**config.mk**
```make
export PLATFORM = sky130hd
export DESIGN_NAME = mbl_core
export DESIGN_NICKNAME = d
export VERILOG_FILES = /design/src/mbl_pkg.sv /design/src/mbl_axil.sv /design/src/mbl_core.sv /design/src/mbl_stack.sv
export VERILOG_INCLUDE_DIRS = /design/src
export SDC_FILE = /design/constraint.sdc
export NUM_CORES = 1
export LEC_CHECK = 0
export BUFFER_PORTS_ARGS = -buffer_cell sky130_fd_sc_hd__buf_2
export CAP_MARGIN = 20
export CORE_UTILIZATION = 42
export CTS_CLUSTER_DIAMETER = 150
export DETAILED_ROUTE_END_ITERATION = 8
export SYNTH_ARGS = -nofsm -noshare
export SYNTH_HDL_FRONTEND = slang
export SYNTH_SLANG_ARGS = --single-unit
```
**constraint.sdc**
```tcl
create_clock -name aclk -period 6.8 [get_ports aclk]
set_clock_uncertainty 0.15 [all_clocks]
set_input_delay 1.02 -clock aclk [delete_from_list [all_inputs] [get_ports aclk]]
set_output_delay 1.02 -clock aclk [all_outputs]
set_load 0.05 [all_outputs]
```
**src/mbl_consts.svh**
```systemverilog
// Offsets, field positions, reset values and program counter steps of the bit-logic core
`ifndef MBL_CONSTS_SVH
`define MBL_CONSTS_SVH

`define MBL_ADDR_W 8
`define MBL_OFS_EXEC 8'h00
`define MBL_OFS_WREG 8'h04
`define MBL_OFS_PC 8'h08
`define MBL_OFS_PAGE 8'h0c
`define MBL_OFS_TABLE_HIGH_POINTER 8'h10
`define MBL_OFS_STATUS 8'h14
`define MBL_OFS_FADDR 8'h18
`define MBL_OFS_FDATA 8'h1c
`define MBL_OFS_SSEL 8'h20
`define MBL_OFS_SDATA 8'h24

`define MBL_EXEC_OP_LSB 0
`define MBL_EXEC_BIT_LSB 4
`define MBL_EXEC_REG_LSB 8
`define MBL_EXEC_IMM_LSB 16

`define MBL_ST_ZERO 0
`define MBL_ST_BUSY 1
`define MBL_ST_SP_LSB 4

`define MBL_PC_W 10
`define MBL_FILE_DEPTH 64
`define MBL_STACK_DEPTH 8
`define MBL_SP_W 3

`define MBL_RST_BYTE 8'h00
`define MBL_RST_PC 10'h000
`define MBL_PC_STEP 10'h001
`define MBL_PC_SKIP 10'h002

`define MBL_RESP_OKAY 2'b00
`define MBL_RESP_SLVERR 2'b10

`endif

```
**src/mbl_pkg.sv**
```systemverilog
// Types of the bit-logic core
package mbl_pkg;

    typedef enum logic [3:0] {
        MBL_OP_NOP = 4'h0,
        MBL_OP_AND_IMM = 4'h1,
        MBL_OP_SET_BIT = 4'h2,
        MBL_OP_SKIP_CLR = 4'h3,
        MBL_OP_SKIP_SET = 4'h4,
        MBL_OP_CALL_DIR = 4'h5,
        MBL_OP_CALL_IND = 4'h6
    } mbl_op_t;

    typedef enum logic [1:0] {
        MBL_IDLE = 2'b01,
        MBL_SECOND = 2'b10
    } mbl_state_t;

endpackage

```
**src/mbl_axil.sv**
```systemverilog
// AXI4-Lite slave front end producing register strobes
`include "mbl_consts.svh"

module mbl_axil (
    input wire logic aclk,
    input wire logic aresetn,
    input wire logic [`MBL_ADDR_W-1:0] awaddr,
    input wire logic awvalid,
    output logic awready,
    input wire logic [31:0] wdata,
    input wire logic [3:0] wstrb,
    input wire logic wvalid,
    output logic wready,
    output logic [1:0] bresp,
    output logic bvalid,
    input wire logic bready,
    input wire logic [`MBL_ADDR_W-1:0] araddr,
    input wire logic arvalid,
    output logic arready,
    output logic [31:0] rdata,
    output logic [1:0] rresp,
    output logic rvalid,
    input wire logic rready,
    output logic wr_en,
    output logic [`MBL_ADDR_W-1:0] wr_addr,
    output logic [31:0] wr_data,
    output logic [3:0] wr_strb,
    input wire logic wr_ok,
    output logic [`MBL_ADDR_W-1:0] rd_addr,
    input wire logic [31:0] rd_data,
    input wire logic rd_ok
);

    logic aw_got;
    logic w_got;
    wire aw_take = awvalid && awready;
    wire w_take = wvalid && wready;
    wire issue = aw_got && w_got && !bvalid;
    wire ar_take = arvalid && arready;

    assign rd_addr = araddr;

    always_ff @(posedge aclk)
    begin
        if (!aresetn)
        begin
            awready <= 1'b1;
            aw_got <= 1'b0;
            wr_addr <= '0;
        end
        else if (aw_take)
        begin
            awready <= 1'b0;
            aw_got <= 1'b1;
            wr_addr <= awaddr;
        end
        else if (issue)
            aw_got <= 1'b0;
        else if (bvalid && bready)
            awready <= 1'b1;
    end

    always_ff @(posedge aclk)
    begin
        if (!aresetn)
        begin
            wready <= 1'b1;
            w_got <= 1'b0;
            wr_data <= '0;
            wr_strb <= '0;
        end
        else if (w_take)
        begin
            wready <= 1'b0;
            w_got <= 1'b1;
            wr_data <= wdata;
            wr_strb <= wstrb;
        end
        else if (issue)
            w_got <= 1'b0;
        else if (bvalid && bready)
            wready <= 1'b1;
    end

    always_ff @(posedge aclk)
    begin
        if (!aresetn)
        begin
            wr_en <= 1'b0;
            bvalid <= 1'b0;
            bresp <= `MBL_RESP_OKAY;
        end
        else
        begin
            wr_en <= issue;
            if (issue)
            begin
                bvalid <= 1'b1;
                bresp <= wr_ok ? `MBL_RESP_OKAY : `MBL_RESP_SLVERR;
            end
            else if (bready)
                bvalid <= 1'b0;
        end
    end

    always_ff @(posedge aclk)
    begin
        if (!aresetn)
        begin
            arready <= 1'b1;
            rvalid <= 1'b0;
            rdata <= '0;
            rresp <= `MBL_RESP_OKAY;
        end
        else if (ar_take)
        begin
            arready <= 1'b0;
            rvalid <= 1'b1;
            rdata <= rd_data;
            rresp <= rd_ok ? `MBL_RESP_OKAY : `MBL_RESP_SLVERR;
        end
        else if (rvalid && rready)
        begin
            rvalid <= 1'b0;
            arready <= 1'b1;
        end
    end

endmodule // mbl_axil

```
**src/mbl_core.sv**
```systemverilog
// Execution core for the and-immediate, set-bit, skip and call group
// What this block does
// - And immediate into working register, zero flag
// - Set one bit of file register
// - Skip if clear: two cycles when bit zero
// - Skip if set: two cycles when bit one
// - Calls push program counter plus one
// - Direct call: page buffer and address, two cycles
// - Indirect call: pointer low bits and working register
// - Table high pointer holds target high byte
//
// Added by the designer: the register offsets and the AXI4-Lite interface to the registers.
`include "mbl_consts.svh"

module mbl_core (
    input wire logic aclk,
    input wire logic aresetn,
    input wire logic [`MBL_ADDR_W-1:0] awaddr,
    input wire logic awvalid,
    output logic awready,
    input wire logic [31:0] wdata,
    input wire logic [3:0] wstrb,
    input wire logic wvalid,
    output logic wready,
    output logic [1:0] bresp,
    output logic bvalid,
    input wire logic bready,
    input wire logic [`MBL_ADDR_W-1:0] araddr,
    input wire logic arvalid,
    output logic arready,
    output logic [31:0] rdata,
    output logic [1:0] rresp,
    output logic rvalid,
    input wire logic rready
);

    logic wr_en;
    logic [`MBL_ADDR_W-1:0] wr_addr;
    logic [31:0] wr_data;
    logic [3:0] wr_strb;
    logic [`MBL_ADDR_W-1:0] rd_addr;
    logic [31:0] rd_data;
    logic wr_ok;
    logic rd_ok;

    logic [7:0] working_register;
    logic zero_flag;
    logic [`MBL_PC_W-1:0] program_counter;
    logic [1:0] program_counter_page_buffer;
    logic [7:0] table_high_pointer;
    logic [5:0] file_addr;
    logic [`MBL_SP_W-1:0] stack_sel;
    logic [31:0] last_exec;
    logic [`MBL_PC_W-1:0] pend_pc;
    logic [7:0] file_q [`MBL_FILE_DEPTH];
    mbl_pkg::mbl_state_t state;
    logic [`MBL_SP_W-1:0] sp;
    logic [`MBL_PC_W-1:0] stack_rd;

    mbl_axil u_axil (
        .aclk(aclk),
        .aresetn(aresetn),
        .awaddr(awaddr),
        .awvalid(awvalid),
        .awready(awready),
        .wdata(wdata),
        .wstrb(wstrb),
        .wvalid(wvalid),
        .wready(wready),
        .bresp(bresp),
        .bvalid(bvalid),
        .bready(bready),
        .araddr(araddr),
        .arvalid(arvalid),
        .arready(arready),
        .rdata(rdata),
        .rresp(rresp),
        .rvalid(rvalid),
        .rready(rready),
        .wr_en(wr_en),
        .wr_addr(wr_addr),
        .wr_data(wr_data),
        .wr_strb(wr_strb),
        .wr_ok(wr_ok),
        .rd_addr(rd_addr),
        .rd_data(rd_data),
        .rd_ok(rd_ok)
    );

    // Write decode
    wire lane0 = wr_strb[0];
    wire sel_exec = wr_en && wr_addr == `MBL_OFS_EXEC && wr_strb == 4'hf;
    wire sel_wreg = wr_en && lane0 && wr_addr == `MBL_OFS_WREG;
    wire sel_pc = wr_en && wr_strb[1:0] == 2'h3 && wr_addr == `MBL_OFS_PC;
    wire sel_page = wr_en && lane0 && wr_addr == `MBL_OFS_PAGE;
    wire sel_table_high_pointer = wr_en && lane0 && wr_addr == `MBL_OFS_TABLE_HIGH_POINTER;
    wire sel_faddr = wr_en && lane0 && wr_addr == `MBL_OFS_FADDR;
    wire sel_fdata = wr_en && lane0 && wr_addr == `MBL_OFS_FDATA;
    wire sel_ssel = wr_en && lane0 && wr_addr == `MBL_OFS_SSEL;

    assign wr_ok = wr_addr == `MBL_OFS_EXEC || wr_addr == `MBL_OFS_WREG
        || wr_addr == `MBL_OFS_PC || wr_addr == `MBL_OFS_PAGE
        || wr_addr == `MBL_OFS_TABLE_HIGH_POINTER || wr_addr == `MBL_OFS_FADDR
        || wr_addr == `MBL_OFS_FDATA || wr_addr == `MBL_OFS_SSEL;

    // Instruction fields
    wire [3:0] op = wr_data[`MBL_EXEC_OP_LSB +: 4];
    wire [2:0] bit_sel = wr_data[`MBL_EXEC_BIT_LSB +: 3];
    wire [5:0] reg_sel = wr_data[`MBL_EXEC_REG_LSB +: 6];
    wire [7:0] imm = wr_data[`MBL_EXEC_IMM_LSB +: 8];

    // Issue only while idle; exec writes during the second cycle are dropped
    wire issue = sel_exec && state == mbl_pkg::MBL_IDLE;
    wire is_and = issue && op == mbl_pkg::MBL_OP_AND_IMM;
    wire is_set = issue && op == mbl_pkg::MBL_OP_SET_BIT;
    wire is_sclr = issue && op == mbl_pkg::MBL_OP_SKIP_CLR;
    wire is_sset = issue && op == mbl_pkg::MBL_OP_SKIP_SET;
    wire is_cdir = issue && op == mbl_pkg::MBL_OP_CALL_DIR;
    wire is_cind = issue && op == mbl_pkg::MBL_OP_CALL_IND;

    wire tested_bit = file_q[reg_sel][bit_sel];
    wire skip = (is_sclr && !tested_bit) || (is_sset && tested_bit);
    wire is_call = is_cdir || is_cind;
    wire two_cycle = skip || is_call;
    wire [`MBL_PC_W-1:0] pc_next_seq = program_counter + `MBL_PC_STEP;
    wire [7:0] and_result = working_register & imm;
    wire [`MBL_PC_W-1:0] dir_target = {program_counter_page_buffer, imm};
    wire [`MBL_PC_W-1:0] ind_target = {table_high_pointer[1:0], working_register};

    wire [`MBL_PC_W-1:0] next_pend_pc = is_cdir ? dir_target
        : is_cind ? ind_target
        : program_counter + `MBL_PC_SKIP;

    // File register write port: set-bit or a bus write to FDATA, set-bit wins
    wire file_we = is_set || sel_fdata;
    wire [5:0] file_wa = is_set ? reg_sel : file_addr;
    wire [7:0] file_wd = is_set ? (file_q[reg_sel] | (8'h01 << bit_sel))
        : wr_data[7:0];

    for (genvar i = 0; i < `MBL_FILE_DEPTH; i++)
    begin : g_file
        always_ff @(posedge aclk)
        begin
            if (!aresetn)
                file_q[i] <= `MBL_RST_BYTE;
            else if (file_we && file_wa == 6'(i))
                file_q[i] <= file_wd;
        end
    end

    mbl_stack u_stack (
        .aclk(aclk),
        .aresetn(aresetn),
        .push(is_call),
        .push_data(pc_next_seq),
        .rd_idx(stack_sel),
        .rd_data(stack_rd),
        .sp(sp)
    );

    always_ff @(posedge aclk)
    begin
        if (!aresetn)
        begin
            state <= mbl_pkg::MBL_IDLE;
            pend_pc <= `MBL_RST_PC;
        end
        else
        begin
            case (state)
                mbl_pkg::MBL_IDLE:
                    if (two_cycle)
                    begin
                        state <= mbl_pkg::MBL_SECOND;
                        pend_pc <= next_pend_pc;
                    end
                mbl_pkg::MBL_SECOND:
                    state <= mbl_pkg::MBL_IDLE;
                default:
                    state <= mbl_pkg::MBL_IDLE;
            endcase
        end
    end

    always_ff @(posedge aclk)
    begin
        if (!aresetn)
            program_counter <= `MBL_RST_PC;
        else if (state == mbl_pkg::MBL_SECOND)
            program_counter <= pend_pc;
        else if (issue && !two_cycle)
            program_counter <= pc_next_seq;
        else if (sel_pc && state == mbl_pkg::MBL_IDLE)
            program_counter <= wr_data[`MBL_PC_W-1:0];
    end

    always_ff @(posedge aclk)
    begin
        if (!aresetn)
        begin
            working_register <= `MBL_RST_BYTE;
            zero_flag <= 1'b0;
        end
        else if (is_and)
        begin
            working_register <= and_result;
            zero_flag <= and_result == 8'h00;
        end
        else if (sel_wreg)
            working_register <= wr_data[7:0];
    end

    always_ff @(posedge aclk)
    begin
        if (!aresetn)
        begin
            program_counter_page_buffer <= 2'h0;
            table_high_pointer <= `MBL_RST_BYTE;
            file_addr <= 6'h00;
            stack_sel <= '0;
            last_exec <= 32'h0000_0000;
        end
        else
        begin
            if (sel_page)
                program_counter_page_buffer <= wr_data[1:0];
            if (sel_table_high_pointer)
                table_high_pointer <= wr_data[7:0];
            if (sel_faddr)
                file_addr <= wr_data[5:0];
            if (sel_ssel)
                stack_sel <= wr_data[`MBL_SP_W-1:0];
            if (issue)
                last_exec <= wr_data;
        end
    end

    // Read mux
    wire [31:0] status_word = 32'(zero_flag) << `MBL_ST_ZERO
        | 32'(state == mbl_pkg::MBL_SECOND) << `MBL_ST_BUSY
        | 32'(sp) << `MBL_ST_SP_LSB;

    wire wr_ok_rd = rd_addr == `MBL_OFS_EXEC || rd_addr == `MBL_OFS_WREG
        || rd_addr == `MBL_OFS_PC || rd_addr == `MBL_OFS_PAGE
        || rd_addr == `MBL_OFS_TABLE_HIGH_POINTER || rd_addr == `MBL_OFS_STATUS
        || rd_addr == `MBL_OFS_FADDR || rd_addr == `MBL_OFS_FDATA
        || rd_addr == `MBL_OFS_SSEL || rd_addr == `MBL_OFS_SDATA;
    assign rd_ok = wr_ok_rd;

    assign rd_data = rd_addr == `MBL_OFS_EXEC ? last_exec
        : rd_addr == `MBL_OFS_WREG ? 32'(working_register)
        : rd_addr == `MBL_OFS_PC ? 32'(program_counter)
        : rd_addr == `MBL_OFS_PAGE ? 32'(program_counter_page_buffer)
        : rd_addr == `MBL_OFS_TABLE_HIGH_POINTER ? 32'(table_high_pointer)
        : rd_addr == `MBL_OFS_STATUS ? status_word
        : rd_addr == `MBL_OFS_FADDR ? 32'(file_addr)
        : rd_addr == `MBL_OFS_FDATA ? 32'(file_q[file_addr])
        : rd_addr == `MBL_OFS_SSEL ? 32'(stack_sel)
        : rd_addr == `MBL_OFS_SDATA ? 32'(stack_rd)
        : 32'h0000_0000;
endmodule // mbl_core

```
**src/mbl_stack.sv**
```systemverilog
// Return stack held in flip-flops
`include "mbl_consts.svh"

module mbl_stack (
    input wire logic aclk,
    input wire logic aresetn,
    input wire logic push,
    input wire logic [`MBL_PC_W-1:0] push_data,
    input wire logic [`MBL_SP_W-1:0] rd_idx,
    output logic [`MBL_PC_W-1:0] rd_data,
    output logic [`MBL_SP_W-1:0] sp
);

    logic [`MBL_PC_W-1:0] entry [`MBL_STACK_DEPTH];

    for (genvar i = 0; i < `MBL_STACK_DEPTH; i++)
    begin : g_entry
        always_ff @(posedge aclk)
        begin
            if (!aresetn)
                entry[i] <= `MBL_RST_PC;
            else if (push && sp == `MBL_SP_W'(i))
                entry[i] <= push_data;
        end
    end

    always_ff @(posedge aclk)
    begin
        if (!aresetn)
            sp <= '0;
        else if (push)
            sp <= sp + `MBL_SP_W'(1);
    end

    assign rd_data = entry[rd_idx];
endmodule // mbl_stack

```
==> results.toml, run 1 <==
[run_status]
status = "completed"

[synthesis]
syn_area_mm2 = 0.03840
async_flop_share_pct = 0
ys.flop_type = "edfxtp_1"
syn_area_per_cell_um2 = 12.55
synth_common_cells = "680 x nor2_1, 592 x edfxtp_1, 350 x nand2_1"
ys_seq_area_share_pct = 55.99
yosys.cell_count.top_type = "nor2_1"
ys_warn_count = 0
synth_largest_area_cell = "edfxtp_1"
synth_top_area_share_pct = 46.29
synth_cell_types = 82
synth_edf_count = 592
synth_cells = 3061
ys_ff_latch = 778
ys_top_cells_by_area = "edfxtp_1 46%, mux4_2 18%, dfxtp_1 9.7%"

[cts]
htreeDepth = 3
cts_root_buf = "clkbuf_16"
post_cts_resized = 0
cts_tree = "built"
clk_latency_ns = 0.66
clockBufferDepth = 3
cts-buffers-inserted = 85
postCtsSetupBuffers = 0
numClockSinks = 778
clk_pin_slew_worst_paths_ns = 0.06
hold_buffers = 0

[sta]
tns_ns = 0
finalSetupViolCount = 0
rsz0062_at_grt = "false"
maxSlewViolCount = 0
min_period_ns = 5.150
hold_violations = 0
tightestPinTransition_ns = 1.214
maxSlewHeadroom_pct = 18.89
fmax_mhz = 194.2
min_period_over_period_pct = 75.74

[floorplanning]
dieArea_mm2 = 0.09265
dieWidth_um = 304.4
coreArea_mm2 = 0.09029
start_util_pct = 42.53
rows = 110
io_pins = 100
die_h_um = 304.4

[drt]
wirelength_um = 128200
via_per_inst = 6.340
antenna_left = 0
drcViolationCount = 0
dr.pass1.iters = 6
wire_per_inst_um = 29.31
first_iter_violations = 3395
vias = 27724

[power]
power.total_mw = 10.90
p_leak_nw = 14.08
power_density_mw_per_mm2 = 252.8
ir_drop_mv = 0.2119

[final_layout]
num_antenna_cells = 0
final_util_pct = 47.77
drive_above_1_share_pct = 21.33
area_delta_synth_final_pct = 12.32
fin_nets = 3194

[worst_setup_path]
critPathCaptureType = "flop"
cp.arrival_ns = 5.54
cp.required_ns = 7.19
crit_fanout = 28
startpoint_type = "flop"
worstSetupPathType = "flop to flop"

[placement]
gp_congestion = 0.9993
io_buffers = 97
dp_hpwl_um = 87820

[grt]
first_global_vias = 27016
grt-ovfl-total = 0
antenna_found_initial = 3
grt_usage_pct = 27.49
grt_pass1_wl_um = 186400
grt_start_max_net_pins = 104

[flow_run]
max_cap_viol_count = 0

[hold_path]
hold_class = "flop to flop"
## logic make-up after synthesis
group,count (synthesis),synth area share (%)
simple gates,1185,12.59
flops,778,55.99
compound gates,425,6.819
mux,394,20.81
buf+inv,254,3.154
xor+xnor,16,0.3649
fa+ha+maj,8,0.2607
other cells,1,0.009765
## worst paths after layout
check | start | endpoint | slack (ns) | cells past startpoint
setup / recovery | flop | pend_pc[7]$_SDFFE_PN0P_ | 1.65 | 11
hold / removal | last_exec[21]$_SDFFE_PN0P_ | last_exec[21]$_SDFFE_PN0P_ | 0.30 | 2
setup reg to reg | flop | pend_pc[7]$_SDFFE_PN0P_ | 1.65 | 11
hold reg to reg | last_exec[21]$_SDFFE_PN0P_ | last_exec[21]$_SDFFE_PN0P_ | 0.30 | 2
## worst max-delay path: stages, from the launching register on
cell	delay [ns]
dfxtp_4	0.74
buf_4	0.39
mux4_2	0.56
and2_1	0.20
o21ai_0	0.50
a211oi_1	0.24
a211o_1	0.31
a211oi_1	0.67
o2111ai_2	0.20
a41oi_4	0.64
o211ai_1	0.21
o211a_1	0.18
## sequential cells by signal, summed over array words and instances (netlist names), 3 cells and up, named ones only
name and count:
file_addr 6, file_q 512, last_exec 32, pend_pc 10
program_counter 10, stack_sel 3, table_high_pointer 8, u_axil.rdata 32
u_axil.wr_addr 8, u_axil.wr_data 32, u_axil.wr_strb 4, u_stack.entry 80
u_stack.sp 3, working_register 8
## where the power goes
group / internal [mW] / leakage [nW] / switching (mW)
registers: 5.24 / 7.61 / 0.105
logic: 0.281 / 5.08 / 0.522
clock network: 2.78 / 1.39 / 1.97
## placed cells by master, fill, tap and decap left out, types with 15 or more instances in the layout
cell type,n
buf_4,102
clkinv_2,18
inv_1,20
o21ai_1,28
edfxtp_1,592
dfxtp_1,180
nand2_1,350
buf_2,96
a22oi_1,26
and3_1,15
clkbuf_16,88
nor2_1,680
nand3_1,51
clkinv_1,18
o21ai_0,96
a221oi_1,19
mux2i_1,62
a21oi_1,139
mux4_2,304
## cell type report
cell class                      count  area (um2)
Sequential cell                   778       21520
Multi-Input combinational cell   2030       15800
Fill cell                        7997       47150
Inverter                           24       92.59
Timing Repair Buffer              208        1420
Clock buffer                      103        2288
Clock inverter                     54       543.0
Tap cell                         1176        1471
## through the flow
stage	instances	hold slack (ns)	setup slack, ns	cell area, um2
finish	4373	0.3009	1.650	43130
global route	4373	0.3204	1.500	43130
CTS	4368	0.3027	1.702	43090
detailed placement	4211	0.2936	1.742	40260
global placement	4210	0.2839	1.808	40240
floorplan	3062	0.2774	3.035	38410
## routing by layer
layer  vias up  wire length (um)  global-route usage [%]  share of wire, %
li1      11622                 -                       -                 -
met1     14106             47770                   36.09                37
met2      1673             60330                   43.67                47
met3       321             13410                   5.906                10
met4         2              6649                   12.78               5.2
met5         -                14                       0             0.011
No activity file was read; power rests on OpenSTA's default activity.
==> run 2, diff against run 1 <==
==> constraint.sdc (replaced) <==
create_clock -name aclk -period 5 [get_ports aclk]
set_clock_uncertainty 0.15 [all_clocks]
set_input_delay 0.75 -clock aclk [delete_from_list [all_inputs] [get_ports aclk]]
set_output_delay 0.75 -clock aclk [all_outputs]
set_load 0.05 [all_outputs]
==> results.toml, run 2 (synthesis gave the netlist of run 1 again) <==
[placement]
io_buffers = 97
place_area_mm2 = 0.04096
gp_congestion = 1.034
dp_hpwl_um = 91230
dpl.cell_count = 4291

[hold_path]
min_from = "wdata[5]"
hold_class = "input pin to flop"

[drt]
first_iter_violations = 4305
vias = 28055
wire_per_inst_um = 28.84
antenna_left = 0
via_per_inst = 6.304
wirelength_um = 128300
dr.pass1.iters = 6
drcViolationCount = 0

[floorplanning]
rows = 110
coreArea_mm2 = 0.09029
start_util_pct = 42.53
dieWidth_um = 304.4
io_pins = 100
dieArea_mm2 = 0.09265
die_h_um = 304.4

[final_layout]
fin_nets = 3269
top_regs = "file_q x512, u_stack.entry x80"
largest_reg_flops = 512
final_cell_mix = "680 x nor2_1, 592 x edfxtp_1, 350 x nand2_1"
num_antenna_cells = 0
area_delta_synth_final_pct = 14.02
stdcell_count = 4450
final_area_mm2 = 0.04378
final_common_cell = "nor2_1"
regMostFlops = "file_q"
drive_above_1_share_pct = 23.27

[worst_setup_path]
cp.arrival_ns = 5.21
startpoint_type = "flop"
crit_fanout = 26
cp.required_ns = 5.41
worstSetupPathType = "flop to flop"
critPathCaptureType = "flop"

[cts]
clk_pin_slew_worst_paths_ns = 0.06
cts-buffers-inserted = 85
clk_latency_ns = 0.66
numClockSinks = 778
cts_root_buf = "clkbuf_16"
htreeDepth = 3
cts_tree = "built"
post_cts_resized = 0
postCtsSetupBuffers = 0
clockBufferDepth = 3
hold_buffers = 0

[power]
p_leak_nw = 14.50
p_comb_share_pct = 7.4
intPower_mw = 11.20
p_switching_mw = 3.597
ir_drop_mv = 0.2256
pwr-share-clk_pct = 43.2
p_sw_share_pct = 24.30
pwr-share-seq_pct = 49.4
power_density_mw_per_mm2 = 338.0

[flow_run]
max_cap_viol_count = 0

[sta]
maxSlewViolCount = 0
tightestPinTransition_ns = 1.104
min_period_ns = 4.805
rsz0062_at_grt = "false"
tns_ns = 0
whs_ns = 0.1832
min_period_over_period_pct = 96.11
maxSlewHeadroom_pct = 26.30
hold_violations = 0
fmax_mhz = 208.1
finalSetupViolCount = 0

[grt]
first_global_vias = 27161
grt_start_max_net_pins = 80
grt_pass1_wl_um = 186500
grt_usage_pct = 27.35
grt-ovfl-total = 0
antenna_found_initial = 1

[run_status]
status = "completed"
## run 2: cell count changes in the layout (fill, tap and decap cells not counted), sizes merged
cell	change
clkbuf	+2
clkinvlp	-1
buf	+75
bufinv	-3
inv	+4
## run 2: per-stage QoR
| step | utilization (%) | worst slack [ns] | total power [mW] |
|---|---|---|---|
| 6_report | 48.50 | 0.1946 | 14.80 |
| 5_1_grt | 48.50 | 0.03855 | 15.13 |
| 2_1_floorplan | - | 1.235 | 8.023 |
| 3_5_place_dp | 45.37 | 0.3583 | 8.516 |
| 4_1_cts | 48.50 | 0.3268 | 14.84 |
| 3_3_place_gp | 45.37 | 0.3739 | 8.495 |
## run 2: final timing paths
kind                                                         to  slack, ns  depth (start not counted)
worst max-delay path            program_counter[4]$_SDFFE_PN0P_       0.19                         11
worst max register to register  program_counter[4]$_SDFFE_PN0P_       0.19                         11
worst min-delay path             u_axil.wr_data[5]$_SDFFE_PN0P_       0.18                          3
worst min register to register    u_axil.rdata[24]$_SDFFE_PN0P_       0.30                          2
## run 2: layer usage
metal	track usage, %	vias to the layer above	share of wire (%)
met5	0	-	0.010
met4	10.66	2	4.3
met3	4.791	298	10
met2	42.96	1843	46
met1	37.88	14171	39
li1	-	11741	-
## run 2: worst max-delay path, stage by stage, from the launching register on
cell and delay [ns]:
dfxtp_4 0.75, buf_4 0.41, mux4_2 0.54, a22oi_1 0.29
nand2_1 0.09, o21ai_1 0.22, a221oi_1 0.13, a211oi_1 0.86
or4b_1 0.24, nand4b_2 0.38, or2_2 0.43, a31oi_1 0.17
## run 2: final cells by class
type                            count  area [um2]
Clock buffer                      105        2292
Clock inverter                     54       531.8
Fill cell                        7886       46500
Inverter                           24       92.59
Multi-Input combinational cell   2030       15790
Sequential cell                   778       21520
Tap cell                         1176        1471
Timing Repair Buffer              283        2085
## run 2: power by group through the flow
stage	Combinational, mW	Clock (mW)	Sequential (mW)
after global placement	1.07	0	7.43
after detailed placement	1.08	0	7.44
after global routing	1.14	6.67	7.32
after floorplan	0.662	0	7.36
final	1.10	6.39	7.31
after CTS	1.09	6.45	7.30
